===== src/shared/iic_defines.svh =====
`ifndef IIC_DEFINES_SVH
`define IIC_DEFINES_SVH

// ****************************************
// Register offsets
// ****************************************
`define IIC_TX_EVT_SET   8'h90
`define IIC_TX_EVT_CLR   8'h94
`define IIC_TX_MASK_SET  8'h98
`define IIC_TX_MASK_CLR  8'h9C
`define IIC_RX_EVT_SET   8'hA0
`define IIC_RX_EVT_CLR   8'hA4

// ****************************************
// Field layout and reset values
// ****************************************
`define IIC_TX_CTX       8
`define IIC_RX_CTX       4
`define IIC_TOP_TX_BIT   6
`define IIC_TOP_RX_BIT   7
`define IIC_TOP_MIE_BIT  31
`define IIC_EVT_RESET    1'h0
`define IIC_MASK_RESET   1'h0

`endif


===== src/shared/iic_pkg.sv =====
package iic_pkg;

  typedef logic [31:0] iic_word_t;

  typedef enum logic [2:0] {
    IIC_SEL_NONE    = 3'h0,
    IIC_SEL_TX_EVTS = 3'h1,
    IIC_SEL_TX_EVTC = 3'h3,
    IIC_SEL_TX_MSK  = 3'h2,
    IIC_SEL_RX_EVTS = 3'h6,
    IIC_SEL_RX_EVTC = 3'h7
  } iic_sel_t;

endpackage : iic_pkg


===== src/rtl/iic_event_bank.sv =====
`timescale 1ns/100ps
`include "iic_defines.svh"

module iic_event_bank #(
  parameter int W = 8
) (
  input  wire logic         mclk,      // Controller clock
  input  wire logic         reset,     // Sync reset, high
  input  wire logic [W-1:0] ctx_irq,   // Context interrupt levels
  input  wire logic         set_we,    // Write at set address
  input  wire logic         clr_we,    // Write at clear address
  input  wire logic [W-1:0] wdata,     // Write data, low bits
  output logic      [W-1:0] events_r   // Sticky event bits
);

  logic [W-1:0] irq_prev_r;
  logic [W-1:0] rise;
  logic [W-1:0] set_bits;
  logic [W-1:0] clr_bits;

  always_ff @(posedge mclk) begin
    if (reset) begin
      irq_prev_r <= '0;
    end else begin
      irq_prev_r <= ctx_irq;
    end
  end

  assign rise     = ctx_irq & ~irq_prev_r;
  assign set_bits = rise | (set_we ? wdata : '0);
  assign clr_bits = clr_we ? wdata : '0;

  // Set wins so an edge in the clearing cycle survives
  always_ff @(posedge mclk) begin
    if (reset) begin
      events_r <= {W{`IIC_EVT_RESET}};
    end else begin
      events_r <= (events_r & ~clr_bits) | set_bits;
    end
  end

endmodule : iic_event_bank


===== src/rtl/iic_mask_bank.sv =====
`timescale 1ns/100ps
`include "iic_defines.svh"

module iic_mask_bank #(
  parameter int W = 8
) (
  input  wire logic         mclk,     // Controller clock
  input  wire logic         reset,    // Sync reset, high
  input  wire logic         set_we,   // Write at mask set address
  input  wire logic         clr_we,   // Write at mask clear address
  input  wire logic [W-1:0] wdata,    // Write data, low bits
  output logic      [W-1:0] mask_r    // Per-context enables
);

  always_ff @(posedge mclk) begin
    if (reset) begin
      mask_r <= {W{`IIC_MASK_RESET}};
    end else if (set_we) begin
      mask_r <= mask_r | wdata;
    end else if (clr_we) begin
      mask_r <= mask_r & ~wdata;
    end
  end

endmodule : iic_mask_bank


===== src/rtl/iic_regs.sv =====
`timescale 1ns/100ps
`include "iic_defines.svh"

module iic_regs #(
  parameter int TXN = `IIC_TX_CTX,
  parameter int RXN = `IIC_RX_CTX
) (
  input  wire logic           mclk,                  // Controller clock
  input  wire logic           reset,                 // Sync reset, high
  input  wire logic [7:0]     reg_addr,              // Byte offset
  input  wire logic           reg_wr,                // Write strobe
  input  wire logic           reg_rd,                // Read strobe
  input  wire logic [31:0]    reg_wdata,             // Write data
  output iic_pkg::iic_word_t  reg_rdata_r,           // Read data
  output logic                reg_ack_r,             // Access done pulse
  input  wire logic [TXN-1:0] tx_ctx_irq,            // Tx context irqs
  input  wire logic [RXN-1:0] rx_ctx_irq,            // Rx context irqs
  input  wire logic [RXN-1:0] rx_mask,               // Rx enables, external
  input  wire logic [31:0]    top_irq_mask,          // Top-level mask
  output logic                tx_iso_summary_event,  // Top bit 6 level
  output logic                rx_iso_summary_event,  // Top bit 7 level
  output logic [31:0]         top_iso_events_r,      // Summary bits placed
  output logic                irq_out_r              // External interrupt
);

  // ****************************************
  // Decode
  // ****************************************
  iic_pkg::iic_sel_t sel;
  logic              tx_evt_set_we;
  logic              tx_evt_clr_we;
  logic              tx_msk_set_we;
  logic              tx_msk_clr_we;
  logic              rx_evt_set_we;
  logic              rx_evt_clr_we;

  always_comb begin
    case (reg_addr)
      `IIC_TX_EVT_SET:  sel = iic_pkg::IIC_SEL_TX_EVTS;
      `IIC_TX_EVT_CLR:  sel = iic_pkg::IIC_SEL_TX_EVTC;
      `IIC_TX_MASK_SET: sel = iic_pkg::IIC_SEL_TX_MSK;
      `IIC_TX_MASK_CLR: sel = iic_pkg::IIC_SEL_TX_MSK;
      `IIC_RX_EVT_SET:  sel = iic_pkg::IIC_SEL_RX_EVTS;
      `IIC_RX_EVT_CLR:  sel = iic_pkg::IIC_SEL_RX_EVTC;
      default:          sel = iic_pkg::IIC_SEL_NONE;
    endcase
  end

  assign tx_evt_set_we = reg_wr && (reg_addr == `IIC_TX_EVT_SET);
  assign tx_evt_clr_we = reg_wr && (reg_addr == `IIC_TX_EVT_CLR);
  assign tx_msk_set_we = reg_wr && (reg_addr == `IIC_TX_MASK_SET);
  assign tx_msk_clr_we = reg_wr && (reg_addr == `IIC_TX_MASK_CLR);
  assign rx_evt_set_we = reg_wr && (reg_addr == `IIC_RX_EVT_SET);
  assign rx_evt_clr_we = reg_wr && (reg_addr == `IIC_RX_EVT_CLR);

  // ****************************************
  // Event and mask storage
  // ****************************************
  logic [TXN-1:0] tx_events;
  logic [TXN-1:0] tx_mask;
  logic [RXN-1:0] rx_events;

  iic_event_bank #(.W(TXN)) u_tx_events (
    .mclk     (mclk),
    .reset    (reset),
    .ctx_irq  (tx_ctx_irq),
    .set_we   (tx_evt_set_we),
    .clr_we   (tx_evt_clr_we),
    .wdata    (reg_wdata[TXN-1:0]),
    .events_r (tx_events)
  );

  iic_event_bank #(.W(RXN)) u_rx_events (
    .mclk     (mclk),
    .reset    (reset),
    .ctx_irq  (rx_ctx_irq),
    .set_we   (rx_evt_set_we),
    .clr_we   (rx_evt_clr_we),
    .wdata    (reg_wdata[RXN-1:0]),
    .events_r (rx_events)
  );

  iic_mask_bank #(.W(TXN)) u_tx_mask (
    .mclk   (mclk),
    .reset  (reset),
    .set_we (tx_msk_set_we),
    .clr_we (tx_msk_clr_we),
    .wdata  (reg_wdata[TXN-1:0]),
    .mask_r (tx_mask)
  );

  // ****************************************
  // Read path
  // ****************************************
  iic_pkg::iic_word_t rdata_nxt;

  always_comb begin
    rdata_nxt = '0;
    case (sel)
      iic_pkg::IIC_SEL_TX_EVTS: rdata_nxt[TXN-1:0] = tx_events;
      iic_pkg::IIC_SEL_TX_EVTC: rdata_nxt[TXN-1:0] = tx_events & tx_mask;
      iic_pkg::IIC_SEL_TX_MSK:  rdata_nxt[TXN-1:0] = tx_mask;
      iic_pkg::IIC_SEL_RX_EVTS: rdata_nxt[RXN-1:0] = rx_events;
      iic_pkg::IIC_SEL_RX_EVTC: rdata_nxt[RXN-1:0] = rx_events & rx_mask;
      default:                  rdata_nxt = '0;
    endcase
  end

  // Read data hold until the next read; state is sampled before writes land
  always_ff @(posedge mclk) begin
    if (reset) begin
      reg_rdata_r <= '0;
    end else if (reg_rd) begin
      reg_rdata_r <= rdata_nxt;
    end
  end

  always_ff @(posedge mclk) begin
    if (reset) begin
      reg_ack_r <= 1'b0;
    end else begin
      reg_ack_r <= reg_rd | reg_wr;
    end
  end

  // ****************************************
  // Summary and external interrupt
  // ****************************************
  logic [31:0] top_nxt;

  always_comb begin
    top_nxt = '0;
    top_nxt[`IIC_TOP_TX_BIT] = |(tx_events & tx_mask);
    top_nxt[`IIC_TOP_RX_BIT] = |(rx_events & rx_mask);
  end

  always_ff @(posedge mclk) begin
    if (reset) begin
      top_iso_events_r <= '0;
    end else begin
      top_iso_events_r <= top_nxt;
    end
  end

  assign tx_iso_summary_event = top_iso_events_r[`IIC_TOP_TX_BIT];
  assign rx_iso_summary_event = top_iso_events_r[`IIC_TOP_RX_BIT];

  // Gated one cycle after the summary so it follows the visible bits
  always_ff @(posedge mclk) begin
    if (reset) begin
      irq_out_r <= 1'b0;
    end else begin
      irq_out_r <= top_irq_mask[`IIC_TOP_MIE_BIT]
                   && |(top_iso_events_r & top_irq_mask);
    end
  end

endmodule : iic_regs


===== config.mk =====
export PLATFORM = sky130hd
export DESIGN_NAME = iic_regs
export DESIGN_NICKNAME = d
export VERILOG_FILES = /design/src/shared/iic_pkg.sv /design/src/rtl/iic_event_bank.sv /design/src/rtl/iic_mask_bank.sv /design/src/rtl/iic_regs.sv
export VERILOG_INCLUDE_DIRS = /design/src /design/src/shared
export SDC_FILE = /design/constraint.sdc
export NUM_CORES = 1
export LEC_CHECK = 0
export BUFFER_PORTS_ARGS = -buffer_cell sky130_fd_sc_hd__buf_4
export CAP_MARGIN = 20
export CORE_UTILIZATION = 42
export CTS_BUF_LIST = sky130_fd_sc_hd__clkbuf_16
export DETAILED_ROUTE_END_ITERATION = 8
export GPL_TIMING_DRIVEN = 0
export PLACE_DENSITY = 0.9
export SYNTH_ARGS = -nofsm -noshare
export SYNTH_HDL_FRONTEND = slang
export SYNTH_SLANG_ARGS = --single-unit

===== constraint.sdc =====
create_clock -name mclk -period 1.6 [get_ports mclk]
set_input_delay 0.16 -clock mclk [delete_from_list [all_inputs] [get_ports mclk]]
set_output_delay 0.16 -clock mclk [all_outputs]
set_load 0.005 [all_outputs]

Word level (Yosys, flattened, before mapping)
Cells that the tools add are included.
- flip-flop bits (word level): 74
- output and inout port bits: 68
- logic and storage cells: 61
- eq/ne operators: 11
- mux-type cells: 9
- bitwise logic cells: 19
- reductions and logical operators: 12
- operator list (kind ; count):
    8-bit == test, second input constant ; 6
    32-bit bitwise AND ; 1
    8-bit bitwise AND ; 4
    8-bit 2-to-1 mux ; 4
    32-bit OR reduction ; 1
    8-bit inverter ; 3
    8-bit OR ; 3
    4-bit case mux with 5 select lines ; 1
    3-bit case mux with 5 select lines ; 1
    4-bit bitwise AND ; 3
    4-bit case mux with 3 select lines ; 1
    4-bit 2-to-1 mux ; 2
    4-bit inverter ; 2
    4-bit OR ; 2
    8-bit OR reduction ; 1
    1-bit logical AND ; 7
    3-bit by 2-bit == test with 1-bit output, second input constant ; 2
    3-bit == test, second input constant ; 2
    4-bit OR reduction ; 1
    3-bit by 1-bit == test with 1-bit output, second input constant ; 1
    2-bit nonzero test ; 1
    2-bit OR reduction ; 1
    1-bit OR ; 1

Longest topological paths before layout
Gate-level depths: netlist of the first run.
- word-level depth: 6
- depth in mapped cells: 6

Cells and area by module
Synthesis of the first run repeated with hierarchy kept, for this count alone.
- cells, all modules: 258
- area, all modules: 2351.0 sq um
- by module, submodules not included (module ; instances ; cells an instance ; area an instance (sq um)):
    iic_regs ; 1 ; 136 ; 1104.8
    iic_event_bank (u_tx_events) ; 1 ; 59 ; 601.8
    iic_mask_bank ; 1 ; 35 ; 354.1
    iic_event_bank (u_rx_events) ; 1 ; 28 ; 290.3

Least setup slack after synthesis of the first run
Ideal clock, no wire load.
- path kind: input-to-reg
- start: input port reg_addr[5]
- end: register reg_rdata_r[4]
- arrival time: 1.108 ns
- required time: 1.478 ns
- path slack: 0.370 ns
- stages: 5
- cell sequence: and4bb_2 > buf_4 > and4b_1 > and3b_1 > a221o_1
- longest elaborated chain between the ends: 5
- RTL lines (item ; RTL line ; RTL):
    start: declaration ; iic_regs.sv:10 ; input wire logic [7:0] reg_addr,
    8-bit == test ; iic_regs.sv:38 ; case (reg_addr)
    2-bit OR reduction (no line) ; n/a ;
    3-bit case mux with 5 select lines * ; iic_regs.sv:38 ;
    3-bit by 2-bit == test with 1-bit output or 3-bit by 1-bit == test with 1-bit output (tied branches) ; iic_regs.sv:99 ; case (sel)
    4-bit case mux with 3 select lines * ; iic_regs.sv:99 ;
    end signal: assignment ; iic_regs.sv:114 ; reg_rdata_r <= rdata_nxt;
    end: declaration ; iic_regs.sv:14 ; output iic_pkg::iic_word_t reg_rdata_r,
Every way passes the cells marked *; elsewhere a longest branch is shown, timed or not.
A chain may end at the register's enable or synchronous reset.

Worst setup path in the final report of the first run
- start: input port reset
- end: register top_iso_events_r[6]
- RTL lines (item ; RTL line ; RTL):
    start: declaration ; iic_regs.sv:9 ; input wire logic reset,
    end signal: assignment ; iic_regs.sv:141 ; top_iso_events_r <= top_nxt;
    end: declaration ; iic_regs.sv:22 ; output logic [31:0] top_iso_events_r,
No word-level cell between the ends.

==> out/results.ini, run 1 <==
[global_routing]
grt_antenna_before_repair = 0
grt-ovfl-total = 0
track_usage = 0.191
grt_start_max_net_pins = 14
grt_pass1_wl_um = 8910
grt_pass1_vias = 1877

[route]
num_vias = 2094
drt_wl_total_um = 5510
firstDrtPassIters = 4
drt_iter0_markers = 142
ant_nets = 0
drcViolationCount = 0
avgViaCountPerCell = 4.62
wl_per_cell_um = 12.2

[floorplanning]
pin_count = 160
start_util = 0.436
die_h_um = 77.8
core_um2 = 5540
die_x_um = 77.8
die_area_um2 = 6060
placementRows = 27

[worst_setup_path]
timing.critical_path.from = reset
startpoint_type = input pin
slowest_stage = buf_1
r2r_slack_ps = 570
slowest_delay_ps = 460
worstPathRequired_ps = 1730
cp.arrival_ps = 1400
crit_fanout = 10
crit_type = input pin to register
r2r-start = u_tx_events.events_r[7]$_SDFF_PP0_
worst-path-buf-inv = 3
path_cells = clkbuf_1 -> clkbuf_1 -> buf_1 -> a41oi_1
reg2reg_depth = 3
cp_common_cell = clkbuf_1
rr_endpoint = reg_rdata_r[7]$_SDFFE_PP0P_
critPathCaptureType = register
crit_family = buffers and inverters

[sta]
post-route-min-period_ps = 1270
finalSetupViolCount = 0
hold_viol_final = 0
fin_crit_sh = 0.792
tns_ps = 0
worstMarginPinSlew_ps = 561
relSlewSlack = 0.626
rsz0062_at_grt = false
maxSlewViolCount = 0
skew_ps = 2.15
clock.fmax_ghz = 0.789

[synth]
async_reset_ff_frac = 0
synthFlopType = dfxtp_1
syn_area_per_cell_um2 = 8.92
synth_cell_types = 37
synth_cells = 271
synth_warnings = 0
syn-cell-area_um2 = 2420
synth-seq-cells = 44
yosysSeqAreaShare = 0.365
synth_edf_count = 0

[run_status]
outcome = finished, final reports clean

[clock_tree]
clockRootBuffer = clkbuf_16
insertion_delay_ps = 280
htree_levels = 2
cts_resized = 0
tritoncts = yes
cts_hold_buffers = 0
clk_pin_slew_worst_paths_ps = 60
cts.sinks = 44
numCtsBuffers = 5
cts_buffer_depth = 2
postCtsSetupBuffers = 0

[final_layout]
fin_nets = 472
fill_cells = 503
diodes = 0
syn_to_final_growth_pct = 32.9
layoutNonFillerInstCount = 453
drive_gt1_frac = 0.325

[min_path]
min_path_cells = 2
min-delay-start = tx_ctx_irq[7]
hold_end = u_tx_events.irq_prev_r[7]$_SDFF_PP0_
hold_class = input pin to register

[pwr]
ir_drop_mv = 0.602
p_leak_nw = 1.66
power_density_nw_per_um2 = 785
power_mw = 2.52

[placement]
port_buffers = 49
dp_hpwl_um = 4290
placedCellCount = 445
place_congestion = 0.865

[run]
cap_viol_max_count = 0

kinds of logic after synthesis:
kind of cell / count (synthesis) / share of synthesized area
and+or+nand+nor: 74 / 0.190
other: 1 / 0.00155
buffers and inverters: 71 / 0.208
AOI/OAI and AO/OA: 72 / 0.199
muxes: 9 / 0.0373
DFF: 44 / 0.365
final cells by class:
type / count / area (um2) / area share
Multi-Input combinational cell: 209 / 1230 / 0.383
Sequential cell: 44 / 881 / 0.274
Buffer: 70 / 499 / 0.155
Timing Repair Buffer: 49 / 368 / 0.115
Clock buffer: 5 / 125 / 0.0390
Tap cell: 72 / 90.1 / 0.0280
Clock inverter: 3 / 13.8 / 0.00429
Inverter: 1 / 3.75 / 0.00117
power breakdown:
group | leakage, nW | switching [mW] | internal [mW]
sequential | 0.362 | 0.0297 | 1.14
clock | 0.0710 | 0.411 | 0.567
combinational | 1.22 | 0.160 | 0.213
Yosys cell counts, drive strengths merged, types with 2 or more instances:
master | number | area [um2]
clkbuf | 5 | 18.8
a22oi | 7 | 52.6
a221oi | 4 | 35.0
and3b | 3 | 26.3
a21boi | 4 | 30.0
o21ai | 12 | 60.1
nor2 | 5 | 18.8
a221o | 3 | 30.0
and3 | 2 | 12.5
nand3 | 4 | 20.0
nor2b | 20 | 125
dfxtp | 44 | 881
a311oi | 3 | 26.3
mux2i | 9 | 90.1
and4bb | 2 | 25.0
buf | 65 | 480
nand2 | 16 | 60.1
a21oi | 28 | 140
nand2b | 14 | 87.6
o211a | 8 | 80.1
layout by cell type (no fill, tap or decap), types with 2 or more instances in the layout:
cell       count
a21boi_0       4
a21oi_1       28
a221o_1        3
a221oi_1       4
a22oi_1        7
a311oi_1       3
and3_1         2
and3b_1        3
and4bb_2       2
buf_1          2
buf_2          3
buf_4        107
buf_6          2
clkbuf_1       5
clkbuf_16      5
clkinv_2       2
conb_1        54
dfxtp_1       44
mux2i_1        9
nand2_1       16
nand2b_1      14
nand3_1        4
nor2_1         5
nor2b_1       20
o211a_1        8
o21ai_0       11
per-layer routing:
metal | GRT usage | wire [um]
met2 | 0.322 | 2670
met1 | 0.219 | 2190
met3 | 0.0576 | 511
met4 | 0.0887 | 144
met5 | 0 | 0
how the worst max path moves through the flow:
stage,cells past startpoint,to
after CTS,4,u_tx_events.events_r[2]$_SDFF_PP0_
after detailed placement,4,top_iso_events_r[6]$_SDFF_PP0_
after global placement,4,top_iso_events_r[6]$_SDFF_PP0_
final,4,top_iso_events_r[6]$_SDFF_PP0_
after floorplan,5,reg_rdata_r[4]$_SDFFE_PP0P_
after global routing,4,u_tx_events.events_r[2]$_SDFF_PP0_
metrics by stage:
stage | cell area, um2 | util | hold slack [ps] | worst slack (ps)
after floorplan | 2620 | - | 276 | 370
after global placement | 3070 | 0.555 | 380 | 55.7
after detailed placement | 3070 | 0.555 | 384 | 75.1
after CTS | 3210 | 0.580 | 88.5 | 362
after global routing | 3210 | 0.580 | 84.6 | 164
final | 3210 | 0.580 | 88.7 | 333
(Power assumes the default switching activity.)
==> inputs of run 2 (changes only) <==
--- a/config.mk
+++ b/config.mk
@@ -6,13 +6,14 @@
 export SDC_FILE = /design/constraint.sdc
 export NUM_CORES = 1
 export LEC_CHECK = 0
+export ABC_AREA = 1
 export BUFFER_PORTS_ARGS = -buffer_cell sky130_fd_sc_hd__buf_4
 export CAP_MARGIN = 20
-export CORE_UTILIZATION = 42
+export CORE_UTILIZATION = 43
 export CTS_BUF_LIST = sky130_fd_sc_hd__clkbuf_16
 export DETAILED_ROUTE_END_ITERATION = 8
 export GPL_TIMING_DRIVEN = 0
-export PLACE_DENSITY = 0.9
+export PLACE_DENSITY = 0.91
 export SYNTH_ARGS = -nofsm -noshare
 export SYNTH_HDL_FRONTEND = slang
 export SYNTH_SLANG_ARGS = --single-unit
==> constraint.sdc (replaced) <==
create_clock -name mclk -period 1.25 [get_ports mclk]
set_input_delay 0.125 -clock mclk [delete_from_list [all_inputs] [get_ports mclk]]
set_output_delay 0.125 -clock mclk [all_outputs]
set_load 0.005 [all_outputs]
==> out/results.ini, run 2 <==
[synth]
async_reset_ff_frac = 0
syn_area_per_cell_um2 = 6.95
synth_compound_area_frac = 0.161
synth_warnings = 0
synthAdderAreaFrac = 0
synth_cells = 357
ys_top_cells_by_area = dfxtp_1 (35%), buf_4 (17%), nand2_1 (11%)
synth_simple_gate_area_frac = 0.214
synth_xor_area_frac = 0
synth-seq-cells = 44
synth_top_family_by_area = buffers and inverters
netlist.area_leader.share = 0.355
synthFlopType = dfxtp_1
synth_edf_count = 0
syn-cell-area_um2 = 2480
synthMuxAreaShare = 0
synth_cell_types = 24
synth.most_common_cell = nand2_1
yosysTopAreaCell = dfxtp_1
yosysSeqAreaShare = 0.355
synthTopCellsByCount = nand2_1 (76), buf_4 (57), inv_1 (52), dfxtp_1 (44), a21oi_1 (29)

[global_routing]
track_usage = 0.197
grt_pass1_vias = 2180
grt-ovfl-total = 0
grt_start_max_net_pins = 14
grt_antenna_before_repair = 0
grt_pass1_wl_um = 9540

[worst_setup_path]
startpoint_type = input pin
crit_fanout = 10
cp_common_cell = buf_6
worstPathRequired_ps = 1400
slowest_stage = o31ai_1
crit_type = input pin to register
cp.arrival_ps = 1270
path_cells = buf_4 -> inv_1 -> nand2_1 -> nor2_4 -> buf_6 -> nand2_2 -> buf_6 -> o31ai_1 -> a21oi_1
slowest_delay_ps = 210
critPathCaptureType = register

[run]
cap_viol_max_count = 0

[clock_tree]
cts_hold_buffers = 0
cts_buffer_depth = 2
cts.sinks = 44
tritoncts = yes
clockRootBuffer = clkbuf_16
insertion_delay_ps = 280
clk_pin_slew_worst_paths_ps = 60
numCtsBuffers = 5
htree_levels = 2

[sta]
worstMarginPinSlew_ps = 516
hold_viol_final = 0
holdWs_ps = 48.6
fin_crit_sh = 0.897
rsz0062_at_grt = false
clock.fmax_ghz = 0.892
skew_ps = 5.20
finalSetupViolCount = 0
post-route-min-period_ps = 1120
relSlewSlack = 0.656
maxSlewViolCount = 0

[route]
ant_nets = 0
drcViolationCount = 0
drt_wl_total_um = 5790
m1WireLength_um = 2220
highest_layer = met4
wl_met2_um = 2900
num_vias = 2398
avgViaCountPerCell = 4.43
wl_met3_um = 525
firstDrtPassIters = 6
wl_per_cell_um = 10.7
drt_iter0_markers = 176

[final_layout]
drive_gt1_frac = 0.281
syn_to_final_growth_pct = 34.7
layout_common_cells = buf_4 (107), nand2_1 (74), conb_1 (54)
diodes = 0
fill_cells = 526
multi_input_area_um2 = 1180
mostFrequentLayoutCell = buf_4
post-route-util = 0.603
regArea_um2 = 881
fin_nets = 560

[pwr]
p_seq_frac = 0.463
power_mw = 3.23
comb_power_share = 0.149
p_leak_nw = 1.76
switching_share = 0.245
power_density_nw_per_um2 = 966
internal-power_mw = 2.44
ir_drop_mv = 0.887
clkPwrFrac = 0.388
p_sw_mw = 0.791

[floorplanning]
pin_count = 160
die_x_um = 78.0
core_um2 = 5540
die_h_um = 78.0
start_util = 0.448
die_area_um2 = 6080
placementRows = 27

[run_status]
outcome = finished, final reports clean

[placement]
dp_hpwl_um = 4360
place_congestion = 0.884
port_buffers = 50

[min_path]
hold_class = input pin to register

-- run 2: cell types whose count changed in the layout (fill, tap and decap cells not counted), moves of 12 or more --
cell      delta
nand2_1     +58
inv_1       +51
nor2b_1     -20
nor2_1      +17
nand2b_1    -14
nand3_1     +12
o31ai_1     +12
-- run 2: layout make-up --
type,count,share of cell area
Multi-Input combinational cell,247,0.353
Sequential cell,44,0.263
Buffer,65,0.140
Timing Repair Buffer,51,0.115
Inverter,54,0.0606
Clock buffer,5,0.0374
Tap cell,72,0.0269
Clock inverter,3,0.00412
-- run 2: power groups by stage --
stage / Clock, mW / Sequential, mW / Combinational [mW]
floorplan: 0 / 1.51 / 0.305
finish: 1.25 / 1.49 / 0.482
detailed placement: 0 / 1.52 / 0.458
global route: 1.34 / 1.50 / 0.533
CTS: 1.26 / 1.49 / 0.461
global placement: 0 / 1.52 / 0.447
-- run 2: through the flow --
| stage | setup TNS, ps | instances | cell area, um2 | setup slack (ps) |
|---|---|---|---|---|
| finish | 0 | 541 | 3340 | 129 |
| global placement | -3410 | 532 | 3150 | -160 |
| floorplan | 0 | 410 | 2680 | 122 |
| CTS | 0 | 540 | 3290 | 27.7 |
| detailed placement | -4430 | 532 | 3150 | -228 |
| global route | 0 | 541 | 3340 | 18.2 |
-- run 2: worst max-delay path, delay by kind of cell --
family / cells / cell delay [ps]
buf+inv: 4 / 480
compound gates: 2 / 310
simple gates: 3 / 350
-- run 2: logic make-up after synthesis --
family | Yosys count
buf+inv | 119
other cells | 1
simple gates | 125
flops | 44
compound gates | 68
-- run 2: path summary, 6_finish.rpt --
check / endpoint / slack [ps] / start / cells after the start
max: u_tx_events.events_r[6]$_SDFF_PP0_ / 130 / reg_addr[6] / 9
min: u_tx_events.irq_prev_r[1]$_SDFF_PP0_ / 50 / tx_ctx_irq[1] / 3
max reg2reg: reg_rdata_r[1]$_SDFFE_PP0P_ / 210 / u_rx_events.events_r[1]$_SDFF_PP0_ / 8
min reg2reg: reg_rdata_r[4]$_SDFFE_PP0P_ / 470 / reg_rdata_r[4]$_SDFFE_PP0P_ / 2
-- run 2: what timing repair did --
item | 4_1_cts | 5_1_grt
gates resized for setup | 0 | 13
setup endpoints to repair | 0 | 18
buffers inserted | 0 | 1
-- run 2: per-layer routing --
metal / track usage / up-vias
met5: 0 / -
met3: 0.0388 / 17
met1: 0.217 / 1016
met2: 0.358 / 131
li1: - / 1234
met4: 0.100 / 0
